===== src/hdl/ufc_pkg.sv =====
// Package with register map, field positions and constants of the UART FIFO control block
package ufc_pkg;
	// Register byte offsets, one aligned word each
	localparam logic [4:0] UFC_DATA_OFF = 5'h00;
	localparam logic [4:0] UFC_INT_EN_OFF = 5'h04;
	localparam logic [4:0] UFC_FIFO_CTRL_OFF = 5'h08;
	localparam logic [4:0] UFC_LINE_FMT_OFF = 5'h0C;
	localparam logic [4:0] UFC_STATUS_OFF = 5'h10;
	// FIFO control field positions
	localparam int UFC_FC_MODE_EN_BIT = 0;
	localparam int UFC_FC_RX_FLUSH_BIT = 1;
	localparam int UFC_FC_TX_FLUSH_BIT = 2;
	localparam int UFC_FC_DMA_BIT = 3;
	localparam int UFC_FC_TRIG_LSB = 6;
	localparam int UFC_FC_TRIG_MSB = 7;
	// Interrupt enable field positions
	localparam int UFC_IE_RX_DATA_BIT = 0;
	// Status field positions
	localparam int UFC_ST_RX_CNT_LSB = 0;
	localparam int UFC_ST_TX_CNT_LSB = 8;
	localparam int UFC_ST_MODE_BIT = 16;
	localparam int UFC_ST_DMA_BIT = 17;
	localparam int UFC_ST_TRIG_LSB = 18;
	// Values after reset
	localparam logic [7:0] UFC_LINE_FMT_RESET = 8'h00;
	localparam logic [1:0] UFC_TRIG_RESET = 2'h0;
	localparam logic [31:0] UFC_RDATA_RESET = 32'h0000_0000;
	// Receive trigger thresholds in bytes
	localparam logic [4:0] UFC_TRIG_1 = 5'h01;
	localparam logic [4:0] UFC_TRIG_4 = 5'h04;
	localparam logic [4:0] UFC_TRIG_8 = 5'h08;
	localparam logic [4:0] UFC_TRIG_14 = 5'h0E;
	// Depth, and holding depth in non-FIFO mode
	localparam int UFC_FIFO_DEPTH = 16;
	localparam logic [4:0] UFC_SINGLE_DEPTH = 5'h01;
	// Receive timeout in character times
	localparam logic [2:0] UFC_TIMEOUT_CHARS = 3'h4;
	// Interrupt identification codes, low nibble
	localparam logic [3:0] UFC_IDENT_NONE = 4'h1;
	localparam logic [3:0] UFC_IDENT_RX_DATA = 4'h4;
	localparam logic [3:0] UFC_IDENT_RX_TIMEOUT = 4'hC;
	localparam int UFC_IDENT_MODE_LSB = 6;
endpackage


===== src/hdl/ufc_fifo.sv =====
// Parameterised FIFO with registered read data, flush and a depth cap
module ufc_fifo
	import ufc_pkg::*;
#(
	parameter int WIDTH = 8,
	parameter int DEPTH = 16,
	parameter int CW = $clog2(DEPTH + 1)
) (
	input wire logic clock,
	input wire logic nrst,
	input wire logic flush,
	input wire logic [CW-1:0] cap,
	input wire logic in_valid,
	input wire logic [WIDTH-1:0] in_data,
	output logic in_ready,
	output logic out_valid,
	output logic [WIDTH-1:0] out_data,
	input wire logic out_ready,
	output logic [CW-1:0] count
);
	localparam int PW = $clog2(DEPTH);
	logic [WIDTH-1:0] mem_reg [DEPTH];
	logic [PW-1:0] wr_ptr_reg;
	logic [PW-1:0] rd_ptr_reg;
	logic [PW-1:0] rd_ptr_next;
	logic [CW-1:0] count_reg;
	logic [WIDTH-1:0] out_data_reg;
	logic push;
	logic pop;

	// Handshakes; the cap shrinks the FIFO to a holding register
	assign in_ready = !flush && (count_reg < cap);
	assign out_valid = count_reg != '0;
	assign push = in_valid && in_ready;
	assign pop = out_valid && out_ready && !flush;
	assign rd_ptr_next = pop ? PW'(rd_ptr_reg + 1'b1) : rd_ptr_reg;
	assign out_data = out_data_reg;
	assign count = count_reg;

	// Storage array, no reset needed
	always_ff @(posedge clock) begin
		if (push) begin
			mem_reg[wr_ptr_reg] <= in_data;
		end
	end

	// Pointers and fill count; flush wins over any transfer
	always_ff @(posedge clock or negedge nrst) begin
		if (!nrst) begin
			wr_ptr_reg <= '0;
			rd_ptr_reg <= '0;
			count_reg <= '0;
		end else if (flush) begin
			wr_ptr_reg <= '0;
			rd_ptr_reg <= '0;
			count_reg <= '0;
		end else begin
			if (push) begin
				wr_ptr_reg <= PW'(wr_ptr_reg + 1'b1);
			end
			rd_ptr_reg <= rd_ptr_next;
			count_reg <= CW'(count_reg + CW'(push) - CW'(pop));
		end
	end

	// Head word, forwarded when it is being written this cycle
	always_ff @(posedge clock or negedge nrst) begin
		if (!nrst) begin
			out_data_reg <= '0;
		end else if (push && (wr_ptr_reg == rd_ptr_next)) begin
			out_data_reg <= in_data;
		end else begin
			out_data_reg <= mem_reg[rd_ptr_next];
		end
	end
endmodule


===== src/hdl/ufc_top.sv =====
// UART FIFO control: mode, flushes, receive trigger, timeout and DMA mode
// Behaviour
// - Two-bit trigger field picks threshold of 1, 4, 8 or 14 bytes.
// - Receive data-ready interrupt rises once fill reaches threshold and it is enabled.
// - Receive data-ready interrupt drops once fill falls under the threshold.
// - Bit 3 turns on DMA mode one, effective only while FIFOs are on.
// - Writing 1 to bit 2 empties the transmit FIFO; shifter untouched.
// - Writing 1 to bit 1 empties the receive FIFO; shifter untouched.
// - Both flush bits clear themselves after one flush.
// - Other control fields are ignored unless FIFO mode is already on.
// - Clearing FIFO mode disables both FIFOs and zeroes their counts.
// - Setting FIFO mode turns on both FIFOs together.
// - Line format register reads back what software wrote.
// - Control address reads identification, writes control, regardless of divisor bit.
// - Receive timeout after four idle character times with data waiting, in FIFO mode only.
module ufc_top
	import ufc_pkg::*;
#(
	parameter int DEPTH = UFC_FIFO_DEPTH
) (
	input wire logic clock,
	input wire logic nrst,
	input wire logic [4:0] reg_addr,
	input wire logic [31:0] reg_wdata,
	input wire logic reg_wr,
	input wire logic reg_rd,
	output logic [31:0] reg_rdata,
	input wire logic rx_char_valid,
	input wire logic [7:0] rx_char_data,
	output logic rx_char_ready,
	output logic tx_char_valid,
	output logic [7:0] tx_char_data,
	input wire logic tx_char_ready,
	input wire logic char_tick,
	output logic [7:0] line_format,
	output logic rx_data_ready_irq,
	output logic rx_timeout_irq,
	output logic dma_rx_req,
	output logic dma_tx_req
);
	localparam int CW = $clog2(DEPTH + 1);

	logic fifo_mode_en_reg;
	logic dma_mode_one_en_reg;
	logic [1:0] rx_trigger_level_sel_reg;
	logic tx_flush_reg;
	logic rx_flush_reg;
	logic rx_data_en_reg;
	logic [7:0] line_format_reg;
	logic [31:0] reg_rdata_reg;
	logic rx_data_ready_reg;
	logic rx_timeout_reg;
	logic [2:0] idle_chars_reg;
	logic [CW-1:0] rx_count;
	logic [CW-1:0] tx_count;
	logic [CW-1:0] cap;
	logic [CW-1:0] threshold;
	logic [7:0] rx_head;
	logic rx_head_valid;
	logic rx_push;
	logic rx_pop;
	logic tx_in_ready;
	logic fc_write;
	logic [3:0] ident_code;
	logic [31:0] interrupt_ident_reg;
	logic [31:0] status_word;

	// Address match, used by every decode
	function automatic logic addr_hit(input logic [4:0] addr, input logic [4:0] off);
		return addr == off;
	endfunction

	// Trigger code to threshold in bytes
	function automatic logic [4:0] trig_bytes(input logic [1:0] sel);
		unique case (sel)
			2'h0: return UFC_TRIG_1;
			2'h1: return UFC_TRIG_4;
			2'h2: return UFC_TRIG_8;
			2'h3: return UFC_TRIG_14;
		endcase
	endfunction

	assign fc_write = reg_wr && addr_hit(reg_addr, UFC_FIFO_CTRL_OFF);
	assign threshold = fifo_mode_en_reg ? CW'(trig_bytes(rx_trigger_level_sel_reg))
		: CW'(UFC_TRIG_1);
	assign cap = fifo_mode_en_reg ? CW'(DEPTH) : CW'(UFC_SINGLE_DEPTH);
	assign rx_pop = reg_rd && addr_hit(reg_addr, UFC_DATA_OFF) && rx_head_valid;
	assign rx_push = rx_char_valid && rx_char_ready;

	// FIFO mode enable, written at any time
	always_ff @(posedge clock or negedge nrst) begin
		if (!nrst) begin
			fifo_mode_en_reg <= 1'b0;
		end else if (fc_write) begin
			fifo_mode_en_reg <= reg_wdata[UFC_FC_MODE_EN_BIT];
		end
	end

	// Other control fields, taken only while FIFO mode already stands
	always_ff @(posedge clock or negedge nrst) begin
		if (!nrst) begin
			dma_mode_one_en_reg <= 1'b0;
			rx_trigger_level_sel_reg <= UFC_TRIG_RESET;
		end else if (fc_write && fifo_mode_en_reg) begin
			dma_mode_one_en_reg <= reg_wdata[UFC_FC_DMA_BIT];
			rx_trigger_level_sel_reg <= reg_wdata[UFC_FC_TRIG_MSB:UFC_FC_TRIG_LSB];
		end
	end

	// One-cycle flush pulses; leaving FIFO mode flushes both
	always_ff @(posedge clock or negedge nrst) begin
		if (!nrst) begin
			tx_flush_reg <= 1'b0;
			rx_flush_reg <= 1'b0;
		end else begin
			tx_flush_reg <= fc_write && ((fifo_mode_en_reg && reg_wdata[UFC_FC_TX_FLUSH_BIT])
				|| !reg_wdata[UFC_FC_MODE_EN_BIT]);
			rx_flush_reg <= fc_write && ((fifo_mode_en_reg && reg_wdata[UFC_FC_RX_FLUSH_BIT])
				|| !reg_wdata[UFC_FC_MODE_EN_BIT]);
		end
	end

	// Interrupt enable and line format storage
	always_ff @(posedge clock or negedge nrst) begin
		if (!nrst) begin
			rx_data_en_reg <= 1'b0;
			line_format_reg <= UFC_LINE_FMT_RESET;
		end else if (reg_wr) begin
			if (addr_hit(reg_addr, UFC_INT_EN_OFF)) begin
				rx_data_en_reg <= reg_wdata[UFC_IE_RX_DATA_BIT];
			end
			if (addr_hit(reg_addr, UFC_LINE_FMT_OFF)) begin
				line_format_reg <= reg_wdata[7:0];
			end
		end
	end

	// Receive path: link characters into the FIFO, software pops them
	ufc_fifo #(.WIDTH(8), .DEPTH(DEPTH), .CW(CW)) u_rx_fifo (
		.clock(clock),
		.nrst(nrst),
		.flush(rx_flush_reg),
		.cap(cap),
		.in_valid(rx_char_valid),
		.in_data(rx_char_data),
		.in_ready(rx_char_ready),
		.out_valid(rx_head_valid),
		.out_data(rx_head),
		.out_ready(rx_pop),
		.count(rx_count)
	);

	// Transmit path: software pushes, the shifter drains
	ufc_fifo #(.WIDTH(8), .DEPTH(DEPTH), .CW(CW)) u_tx_fifo (
		.clock(clock),
		.nrst(nrst),
		.flush(tx_flush_reg),
		.cap(cap),
		.in_valid(reg_wr && addr_hit(reg_addr, UFC_DATA_OFF)),
		.in_data(reg_wdata[7:0]),
		.in_ready(tx_in_ready),
		.out_valid(tx_char_valid),
		.out_data(tx_char_data),
		.out_ready(tx_char_ready),
		.count(tx_count)
	);

	// Idle character counter; any receive FIFO traffic restarts it
	always_ff @(posedge clock or negedge nrst) begin
		if (!nrst) begin
			idle_chars_reg <= '0;
		end else if (!fifo_mode_en_reg || rx_count == '0 || rx_push || rx_pop || rx_flush_reg) begin
			idle_chars_reg <= '0;
		end else if (char_tick && idle_chars_reg != UFC_TIMEOUT_CHARS) begin
			idle_chars_reg <= idle_chars_reg + 3'h1;
		end
	end

	// Registered receive interrupts, level with the fill count and the idle counter
	always_ff @(posedge clock or negedge nrst) begin
		if (!nrst) begin
			rx_data_ready_reg <= 1'b0;
			rx_timeout_reg <= 1'b0;
		end else begin
			rx_data_ready_reg <= rx_data_en_reg && rx_count >= threshold;
			rx_timeout_reg <= rx_data_en_reg && idle_chars_reg == UFC_TIMEOUT_CHARS;
		end
	end

	// Identification word, data-ready ahead of timeout
	always_comb begin
		if (rx_data_ready_reg) begin
			ident_code = UFC_IDENT_RX_DATA;
		end else if (rx_timeout_reg) begin
			ident_code = UFC_IDENT_RX_TIMEOUT;
		end else begin
			ident_code = UFC_IDENT_NONE;
		end
		interrupt_ident_reg = {24'h00_0000, {2{fifo_mode_en_reg}}, 2'h0, ident_code};
		status_word = '0;
		status_word[UFC_ST_RX_CNT_LSB +: CW] = rx_count;
		status_word[UFC_ST_TX_CNT_LSB +: CW] = tx_count;
		status_word[UFC_ST_MODE_BIT] = fifo_mode_en_reg;
		status_word[UFC_ST_DMA_BIT] = dma_mode_one_en_reg;
		status_word[UFC_ST_TRIG_LSB +: 2] = rx_trigger_level_sel_reg;
	end

	// Read data, one cycle after the strobe; unmapped reads give zero
	always_ff @(posedge clock or negedge nrst) begin
		if (!nrst) begin
			reg_rdata_reg <= UFC_RDATA_RESET;
		end else if (reg_rd) begin
			if (addr_hit(reg_addr, UFC_DATA_OFF)) begin
				reg_rdata_reg <= {24'h00_0000, rx_head};
			end else if (addr_hit(reg_addr, UFC_INT_EN_OFF)) begin
				reg_rdata_reg <= {31'h0000_0000, rx_data_en_reg};
			end else if (addr_hit(reg_addr, UFC_FIFO_CTRL_OFF)) begin
				reg_rdata_reg <= interrupt_ident_reg;
			end else if (addr_hit(reg_addr, UFC_LINE_FMT_OFF)) begin
				reg_rdata_reg <= {24'h00_0000, line_format_reg};
			end else if (addr_hit(reg_addr, UFC_STATUS_OFF)) begin
				reg_rdata_reg <= status_word;
			end else begin
				reg_rdata_reg <= UFC_RDATA_RESET;
			end
		end
	end

	// Outputs; DMA requests need DMA mode one and FIFO mode
	assign reg_rdata = reg_rdata_reg;
	assign line_format = line_format_reg;
	assign rx_data_ready_irq = rx_data_ready_reg;
	assign rx_timeout_irq = rx_timeout_reg;
	assign dma_rx_req = fifo_mode_en_reg && dma_mode_one_en_reg
		&& (rx_data_ready_reg || rx_timeout_reg);
	assign dma_tx_req = fifo_mode_en_reg && dma_mode_one_en_reg && tx_in_ready;

	// Checks
	property p_trig_14;
		@(posedge clock) disable iff (!nrst)
		fifo_mode_en_reg && rx_trigger_level_sel_reg == 2'h3 && rx_count == CW'(13)
		|=> !rx_data_ready_irq;
	endproperty
	a_trig_14: assert property (p_trig_14) else $error("Trigger 14 fired early");

	property p_rx_ready_rise;
		@(posedge clock) disable iff (!nrst)
		rx_data_en_reg && rx_count >= threshold |=> rx_data_ready_irq;
	endproperty
	a_rx_ready_rise: assert property (p_rx_ready_rise) else $error("Data-ready missing");

	property p_rx_ready_fall;
		@(posedge clock) disable iff (!nrst)
		rx_count < threshold |=> !rx_data_ready_irq;
	endproperty
	a_rx_ready_fall: assert property (p_rx_ready_fall) else $error("Data-ready stuck");

	property p_dma_gated;
		@(posedge clock) disable iff (!nrst)
		(dma_rx_req || dma_tx_req) |-> fifo_mode_en_reg && dma_mode_one_en_reg;
	endproperty
	a_dma_gated: assert property (p_dma_gated) else $error("DMA request without mode");

	property p_tx_flush;
		@(posedge clock) disable iff (!nrst)
		fc_write && fifo_mode_en_reg && reg_wdata[UFC_FC_TX_FLUSH_BIT] |=> ##1 tx_count == '0;
	endproperty
	a_tx_flush: assert property (p_tx_flush) else $error("Transmit flush failed");

	property p_rx_flush;
		@(posedge clock) disable iff (!nrst)
		fc_write && fifo_mode_en_reg && reg_wdata[UFC_FC_RX_FLUSH_BIT] |=> ##1 rx_count == '0;
	endproperty
	a_rx_flush: assert property (p_rx_flush) else $error("Receive flush failed");

	property p_flush_self_clear;
		@(posedge clock) disable iff (!nrst)
		!fc_write |=> !tx_flush_reg && !rx_flush_reg;
	endproperty
	a_flush_self_clear: assert property (p_flush_self_clear) else $error("Flush held");

	property p_ignored_when_off;
		@(posedge clock) disable iff (!nrst)
		fc_write && !fifo_mode_en_reg |=> $stable(rx_trigger_level_sel_reg)
			&& $stable(dma_mode_one_en_reg);
	endproperty
	a_ignored_when_off: assert property (p_ignored_when_off) else $error("Field taken");

	property p_mode_off_clears;
		@(posedge clock) disable iff (!nrst)
		$fell(fifo_mode_en_reg) |=> rx_count == '0 && tx_count == '0;
	endproperty
	a_mode_off_clears: assert property (p_mode_off_clears) else $error("Counts kept");

	property p_mode_on;
		@(posedge clock) disable iff (!nrst)
		fc_write && reg_wdata[UFC_FC_MODE_EN_BIT] |=> fifo_mode_en_reg && cap == CW'(DEPTH);
	endproperty
	a_mode_on: assert property (p_mode_on) else $error("FIFO mode not on");

	property p_line_fmt_read;
		@(posedge clock) disable iff (!nrst)
		reg_rd && addr_hit(reg_addr, UFC_LINE_FMT_OFF)
		|=> reg_rdata == {24'h00_0000, $past(line_format_reg)};
	endproperty
	a_line_fmt_read: assert property (p_line_fmt_read) else $error("Format readback");

	property p_ident_read;
		@(posedge clock) disable iff (!nrst)
		reg_rd && addr_hit(reg_addr, UFC_FIFO_CTRL_OFF) && !rx_data_ready_reg && !rx_timeout_reg
		|=> reg_rdata[3:0] == UFC_IDENT_NONE && reg_rdata[31:8] == 24'h00_0000;
	endproperty
	a_ident_read: assert property (p_ident_read) else $error("Ident read wrong");

	property p_timeout;
		@(posedge clock) disable iff (!nrst)
		rx_timeout_irq |-> fifo_mode_en_reg && rx_count != '0 || $past(rx_count) != '0;
	endproperty
	a_timeout: assert property (p_timeout) else $error("Timeout while empty");

	c_flush: cover property (@(posedge clock) disable iff (!nrst) rx_flush_reg && rx_count != '0);
	c_trig: cover property (@(posedge clock) disable iff (!nrst) $rose(rx_data_ready_irq));
	c_timeout: cover property (@(posedge clock) disable iff (!nrst) $rose(rx_timeout_irq));
	c_full: cover property (@(posedge clock) disable iff (!nrst) !tx_in_ready && fifo_mode_en_reg);
endmodule


===== config.mk =====
export PLATFORM = sky130hd
export DESIGN_NAME = ufc_top
export DESIGN_NICKNAME = d
export VERILOG_FILES = /design/src/hdl/ufc_pkg.sv /design/src/hdl/ufc_fifo.sv /design/src/hdl/ufc_top.sv
export SDC_FILE = /design/constraint.sdc
export NUM_CORES = 1
export LEC_CHECK = 0
export BUFFER_PORTS_ARGS = -buffer_cell sky130_fd_sc_hd__clkbuf_2
export CORE_ASPECT_RATIO = 1.1
export CORE_UTILIZATION = 35
export CTS_CLUSTER_DIAMETER = 80
export DETAILED_ROUTE_END_ITERATION = 16
export SLEW_MARGIN = 30
export SYNTH_ARGS = -nofsm -noshare
export SYNTH_HDL_FRONTEND = slang
export SYNTH_HIERARCHICAL = 1
export SYNTH_SLANG_ARGS = --single-unit

===== constraint.sdc =====
create_clock -name clock -period 4.1 [get_ports clock]
set_clock_uncertainty 0.05 [all_clocks]
set_input_delay 0.205 -clock clock [delete_from_list [all_inputs] [get_ports clock]]
set_output_delay 0.205 -clock clock [all_outputs]
set_load 0.01 [all_outputs]

; ---- Word level (Yosys, flattened, before mapping)
; Memories as Yosys holds them, arrays and structs flattened. A register that Yosys moved wholly into a read port is not among the register bits.
; Cells that the tools add are included.
[op_classes]
n_addsub = 9
magnitude_cmp = 3
eq_ne = 9
mux = 26
reduce_logical = 46
[ops]
columns = operator, n
row1 = two-way mux 20 bit, 5
row2 = two-way mux 4 bit, 10
row3 = logical AND 1 bit, 23
row4 = two-way mux 5 bit, 4
row5 = one-hot mux 5 bit (4 select lines), 1
row6 = "adder 4 x 1 -> 4 bit, second input constant", 4
row7 = adder 5 x 1 -> 5 bit, 2
row8 = "== test 5 x 4 -> 1 bit, second input constant", 2
row9 = zero test 5 bit, 2
row10 = less-than comparator 5 bit, 2
row11 = nonzero test 5 bit, 2
row12 = subtractor 5 x 1 -> 5 bit, 2
row13 = logical OR 1 bit, 7
row14 = zero test 1 bit, 6
row15 = two-way mux 3 bit, 2
row16 = nonzero test 2 bit, 3
row17 = "== test 5 x 3 -> 1 bit, second input constant", 1
row18 = "== test 5 bit, second input constant", 1
row19 = greater-or-equal comparator 5 bit, 1
row20 = "== test 2 bit, second input constant", 2
row21 = two-way mux 1 bit, 4
row22 = AND reduction 2 bit, 2
row23 = "adder 3 x 1 -> 3 bit, second input constant", 1
row24 = "== test 3 bit, second input constant", 1
row25 = 3 further kinds, 3
[totals]
reg_bits = 78
ramBits = 256
input_bits = 52
out_inout_bits = 54
word_cells = 112
n_memories = 2
[mem_list]
columns = memory, words, word_bits, read_ports, rd_clocked_by_memory_dff, wr, line_no
row1 = u_rx_fifo.mem_reg, 16, 8, 1, 1, 1, ufc_fifo.sv:22  ; logic [WIDTH-1:0] mem_reg [DEPTH];
row2 = u_tx_fifo.mem_reg, 16, 8, 1, 1, 1, ufc_fifo.sv:22

; ---- Longest topological paths before layout
[logic_depth]
word_depth = 8
mapped_depth = 21
ltp_nobuf = 19

; ---- Cells and area by module
; Netlist, hierarchy kept.
[modules_own_cells]
columns = mod, n_inst, cells_per_inst, area_each_um2, seq_area_each_um2
row1 = ufc_fifo at u_tx_fifo, 1, 557, 7862.5, 4369.2
row2 = ufc_fifo at u_rx_fifo, 1, 551, 7759.9, 4369.2
row3 = ufc_top, 1, 182, 1950.6, 925.9

; ---- Worst setup path before layout
; No wires, ideal clock.
[synth_path]
kind = reg2reg
from = register u_rx_fifo.count_reg[3], in the netlist u_rx_fifo/count[3]
to = register u_rx_fifo.count_reg[4], in the netlist u_rx_fifo/count[4]
setup_ps = 78
arrival_ps = 3508
required_time_ps = 3972
setup_slack_ps = 464
stages_incl_launch_ff = 22
synth_period_minus_slack_ps = 3636
cell_sequence = dfrtp_1 -> inv_1 -> ha_1 -> nor4b_4 -> inv_2 -> clkbuf_1 -> clkbuf_1 -> nand4_1 -> inv_1 -> nor2b_1 -> nand2_2 -> inv_2 -> ha_1 -> inv_1 -> ha_1 -> inv_1 -> fa_1 -> inv_1 -> a21oi_1 -> nor2_1 -> or3_1 -> a21oi_1
[synth_between]
elab_chain_cells = 6
elab_cells_between_ends = 10
[synth_rtl]
columns = element, line_no
row1 = start: declaration, ufc_fifo.sv:26  ; logic [CW-1:0] count_reg;
row2 = start signal: assignment, ufc_fifo.sv:62  ; count_reg <= CW'(count_reg + CW'(push) - CW'(pop));
row3 = nonzero test 5 bit, ufc_fifo.sv:33  ; assign out_valid = count_reg != '0;
row4 = via rx_head_valid, ufc_top.sv:59  ; logic rx_head_valid;
row5 = logical AND 1 bit, ufc_top.sv:87  ; assign rx_pop = reg_rd && addr_hit(reg_addr, UFC_DATA_OFF) && rx_head_valid;
row6 = via rx_pop, ufc_top.sv:61  ; logic rx_pop;
row7 = logical AND 1 bit (2 in series), ufc_fifo.sv:35  ; assign pop = out_valid && out_ready && !flush;
row8 = subtractor 5 x 1 -> 5 bit, ufc_fifo.sv:62
row9 = two-way mux 5 bit, ufc_fifo.sv:53  ; end else if (flush) begin
; The timed path passes the listed nets, and every way through them passes these cells.
; A chain may end at the register's enable or synchronous reset.

; ---- Final worst setup path
[layout_path]
from = register u_rx_fifo.count_reg[2], in the netlist u_rx_fifo/count[2]
to = register u_rx_fifo.out_data_reg[0], in the netlist u_rx_fifo/out_data[0], read port of u_rx_fifo.mem_reg
[layout_between]
elab_chain_cells = 5
[layout_rtl]
columns = element, line_no
row1 = nonzero test 5 bit, ufc_fifo.sv:33
row2 = via rx_head_valid, ufc_top.sv:59
row3 = logical AND 1 bit, ufc_top.sv:87
row4 = via rx_pop, ufc_top.sv:61
row5 = logical AND 1 bit (2 in series), ufc_fifo.sv:35
row6 = two-way mux 4 bit, ufc_fifo.sv:36  ; assign rd_ptr_next = pop ? PW'(rd_ptr_reg + 1'b1) : rd_ptr_reg;
row7 = end: declaration, ufc_fifo.sv:27  ; logic [WIDTH-1:0] out_data_reg;
; The timed path passes the listed nets, and every way through them passes these cells.

==> results_dict.tcl <==
set metrics [dict create \
    slew_headroom_pct 39.9 \
    ys_ff_latch 335 \
    critical_path_class "flop to flop" \
    hold_violations 0 \
    nFillCells 4569 \
    wl_per_cell_um 21.7 \
    finalWirelength_um 44500 \
    synth_cell_types 76 \
    critical_path_arrival_ns 3.92 \
    grt_max_degree 100 \
    dr.first_iter.drc_count 883 \
    synth.cell_area_sq_um 17600 \
    track_usage_pct 17.5 \
    synth_top_flop_cell "edfxtp_1" \
    hp-class "input port to flop" \
    clkLatencyLatePin_ns 0.53 \
    drive_above_1_share_pct 22.2 \
    finalInstanceArea_sq_um 19900 \
    reg2reg_depth 12 \
    fin_cells 2046 \
    cts_tree "built" \
    startpoint_type "flop" \
    setup_ws_ns 0.546 \
    period_minus_slack_ns 3.55 \
    synth.avg_cell_area_sq_um 13.6 \
    grt_pass1_wl_um 68600 \
    firstDrtPassIters 5 \
    regToRegEndpoint "u_rx_fifo/out_data[0]$_DFF_PN0_" \
    io_pins 106 \
    num_rows 85 \
    io_buffers 66 \
    yosysSeqAreaShare_pct 55.0 \
    yosys.area.top_type_share_pct 43.7 \
    dp.final_hpwl_um 29600 \
    core-area_sq_um 49200 \
    pwr-share-clk_pct 26.4 \
    crit_path_end "u_rx_fifo/out_data[0]$_DFF_PN0_" \
    drv_cap 0 \
    r2r_start "u_rx_fifo/count[2]$_DFF_PN0_" \
    yosysWarnings 6 \
    cp-startpoint "u_rx_fifo/count[2]$_DFF_PN0_" \
    ir_worst_vdd_v 0.000567 \
    cts_setup_buffers 0 \
    regToRegSetupSlack_ns 0.55 \
    worstPathMaxFanout 12 \
    setup_viol 0 \
    setup.worst_path.end_class "flop" \
    p_leak_nw 7.27 \
    power_frac_comb_pct 37.9 \
    dieArea_sq_um 51100 \
    fin_tns_setup_ns 0 \
    cts-root-buf "clkbuf_16" \
    p_sw_share_pct 34.6 \
    via_per_inst 5.56 \
    ys_async_sr_fraction_pct 23.6 \
    ys_top_cells_by_area "edfxtp_1 (44%), dfrtp_1 (11%), mux2i_1 (8.6%)" \
    initial_utilization_pct 35.7 \
    place_ws_ns 0.572 \
    power.switching_mw 4.34 \
    dpl-instance-area_sq_um 18700 \
    placed_cells 1976 \
    die-width_um 216 \
    status "finished clean" \
    seqPwrFrac_pct 35.7 \
    grt_setup_unrepaired "no" \
    fin_nets 1456 \
    drc 0 \
    gp_congestion 0.793 \
    htreeDepth 2 \
    fp.dieH_um 237 \
    power.density_nw_per_um2 629 \
    detail-route-antenna-nets 0 \
    cts_buffer_depth 3 \
    numCtsBuffers 36 \
    layout-area-overhead-vs-synth_pct 13.5 \
    first_global_vias 11300 \
    synth-edff-count 256 \
    overflow 0 \
    antenna_found_initial 5 \
    postSynthCellCount 1290 \
    synth_commonest_cells "edfxtp_1 (256), mux2i_1 (151), nor3_1 (87)" \
    clk_pin_slew_ns 0.06 \
    vias 11400 \
    timing.final.crit_share_pct 86.7 \
    fmaxAchievable_mhz 281 \
    crit_required_ns 4.46 \
    yosysTopAreaCell "edfxtp_1" \
    clock-sinks 335 \
    synth.most_common_cell "edfxtp_1" \
    maxSlewViolCount 0 \
    tightest_slew_ns 0.899 \
    p_int_mw 8.21 \
]
power by group through the flow:
stage / registers [mW] / clock network (mW) / logic (mW)
finish: 4.47 / 3.31 / 4.76
global route: 4.53 / 3.51 / 5.19
CTS: 4.48 / 3.39 / 4.77
detailed placement: 4.55 / 0 / 4.74
global placement: 4.53 / 0 / 4.68
floorplan: 4.31 / 0 / 3.78
how the worst min path moves through the flow:
stage | cells after the start | slack, ns | from | end
global placement | 1 | 0.31 | nrst | u_tx_fifo/out_data[7]$_DFF_PN0_
floorplan | 0 | -0.14 | nrst | dma_mode_one_en_reg$_DFFE_PN0P_
CTS | 1 | 0.05 | rx_char_data[6] | u_rx_fifo/mem_reg[11][6]$_DFFE_PP_
finish | 1 | 0.06 | rx_char_data[1] | u_rx_fifo/mem_reg[5][1]$_DFFE_PP_
global route | 1 | 0.09 | rx_char_data[1] | u_rx_fifo/mem_reg[5][1]$_DFFE_PP_
detailed placement | 1 | 0.30 | nrst | u_tx_fifo/out_data[1]$_DFF_PN0_
area by class of cell:
cell class                 instances  area (sq um)  area share, %
sequential                       335          9670           48.5
multi-input combinational        814          7260           36.4
clock buffer                      46          1000           5.02
tap                              652           816           4.09
timing repair buffer             121           768           3.85
inverter                          58           223           1.12
clock inverter                    18           196          0.985
antenna                            2          5.00         0.0251
layer usage:
layer / track usage, % / routed length [um] / vias to the layer above
met5: 0 / 36 / -
met4: 5.14 / 1220 / 6
met3: 3.20 / 2680 / 84
met2: 29.5 / 21900 / 330
met1: 22.8 / 18700 / 5800
li1: - / - / 5153
worst max-delay path, cell delays in order, from the launching register on:
cell	delay (ns)
dfrtp_1	0.45
inv_1	0.09
ha_1	0.21
nor4b_4	0.13
inv_2	0.07
nand4_1	0.13
inv_1	0.18
nand2b_4	0.07
or4_1	0.64
nand2_2	0.38
xnor2_1	0.17
o2111a_1	0.47
mux2_2	0.39
timing repair:
action,CTS,global route
resized for setup,0,0
endpoints found under the hold margin,61,0
hold buffers,4,0
cell families after synthesis:
group           after synthesis  synth area share [%]
flops                       335                  55.0
compound gates              181                  7.48
other cells                   1                0.0213
fa+ha+maj                    38                  2.79
mux                         258                  19.8
xor+xnor                     23                  1.19
simple gates                293                  9.48
buf+inv                     161                  4.29
per-stage QoR:
| step | utilization (%) | hold WS (ns) | total power, mW |
|---|---|---|---|
| floorplan | - | -0.141 | 8.09 |
| global route | 40.5 | 0.0892 | 13.2 |
| finish | 40.5 | 0.0644 | 12.5 |
| detailed placement | 38.0 | 0.296 | 9.29 |
| global placement | 38.0 | 0.307 | 9.21 |
| CTS | 40.5 | 0.0535 | 12.6 |
cells in the final DEF (no fill, tap or decap), types with 9 or more instances in the layout:
master,count
o211ai_1,15
a22o_1,9
dfrtp_1,75
o21ai_0,17
mux2i_1,151
ha_1,36
nand3_1,17
nor4_1,36
nor3_1,87
nand2_1,34
clkbuf_16,38
a21oi_1,24
edfxtp_1,256
xor2_1,12
clkbuf_2,65
mux4_2,67
xnor2_1,10
mux2_2,34
buf_4,51
nor2_1,47
inv_1,53
and3_1,12
a211oi_1,71
conb_1,21
Note: power is estimated with default switching activity, not from simulation.
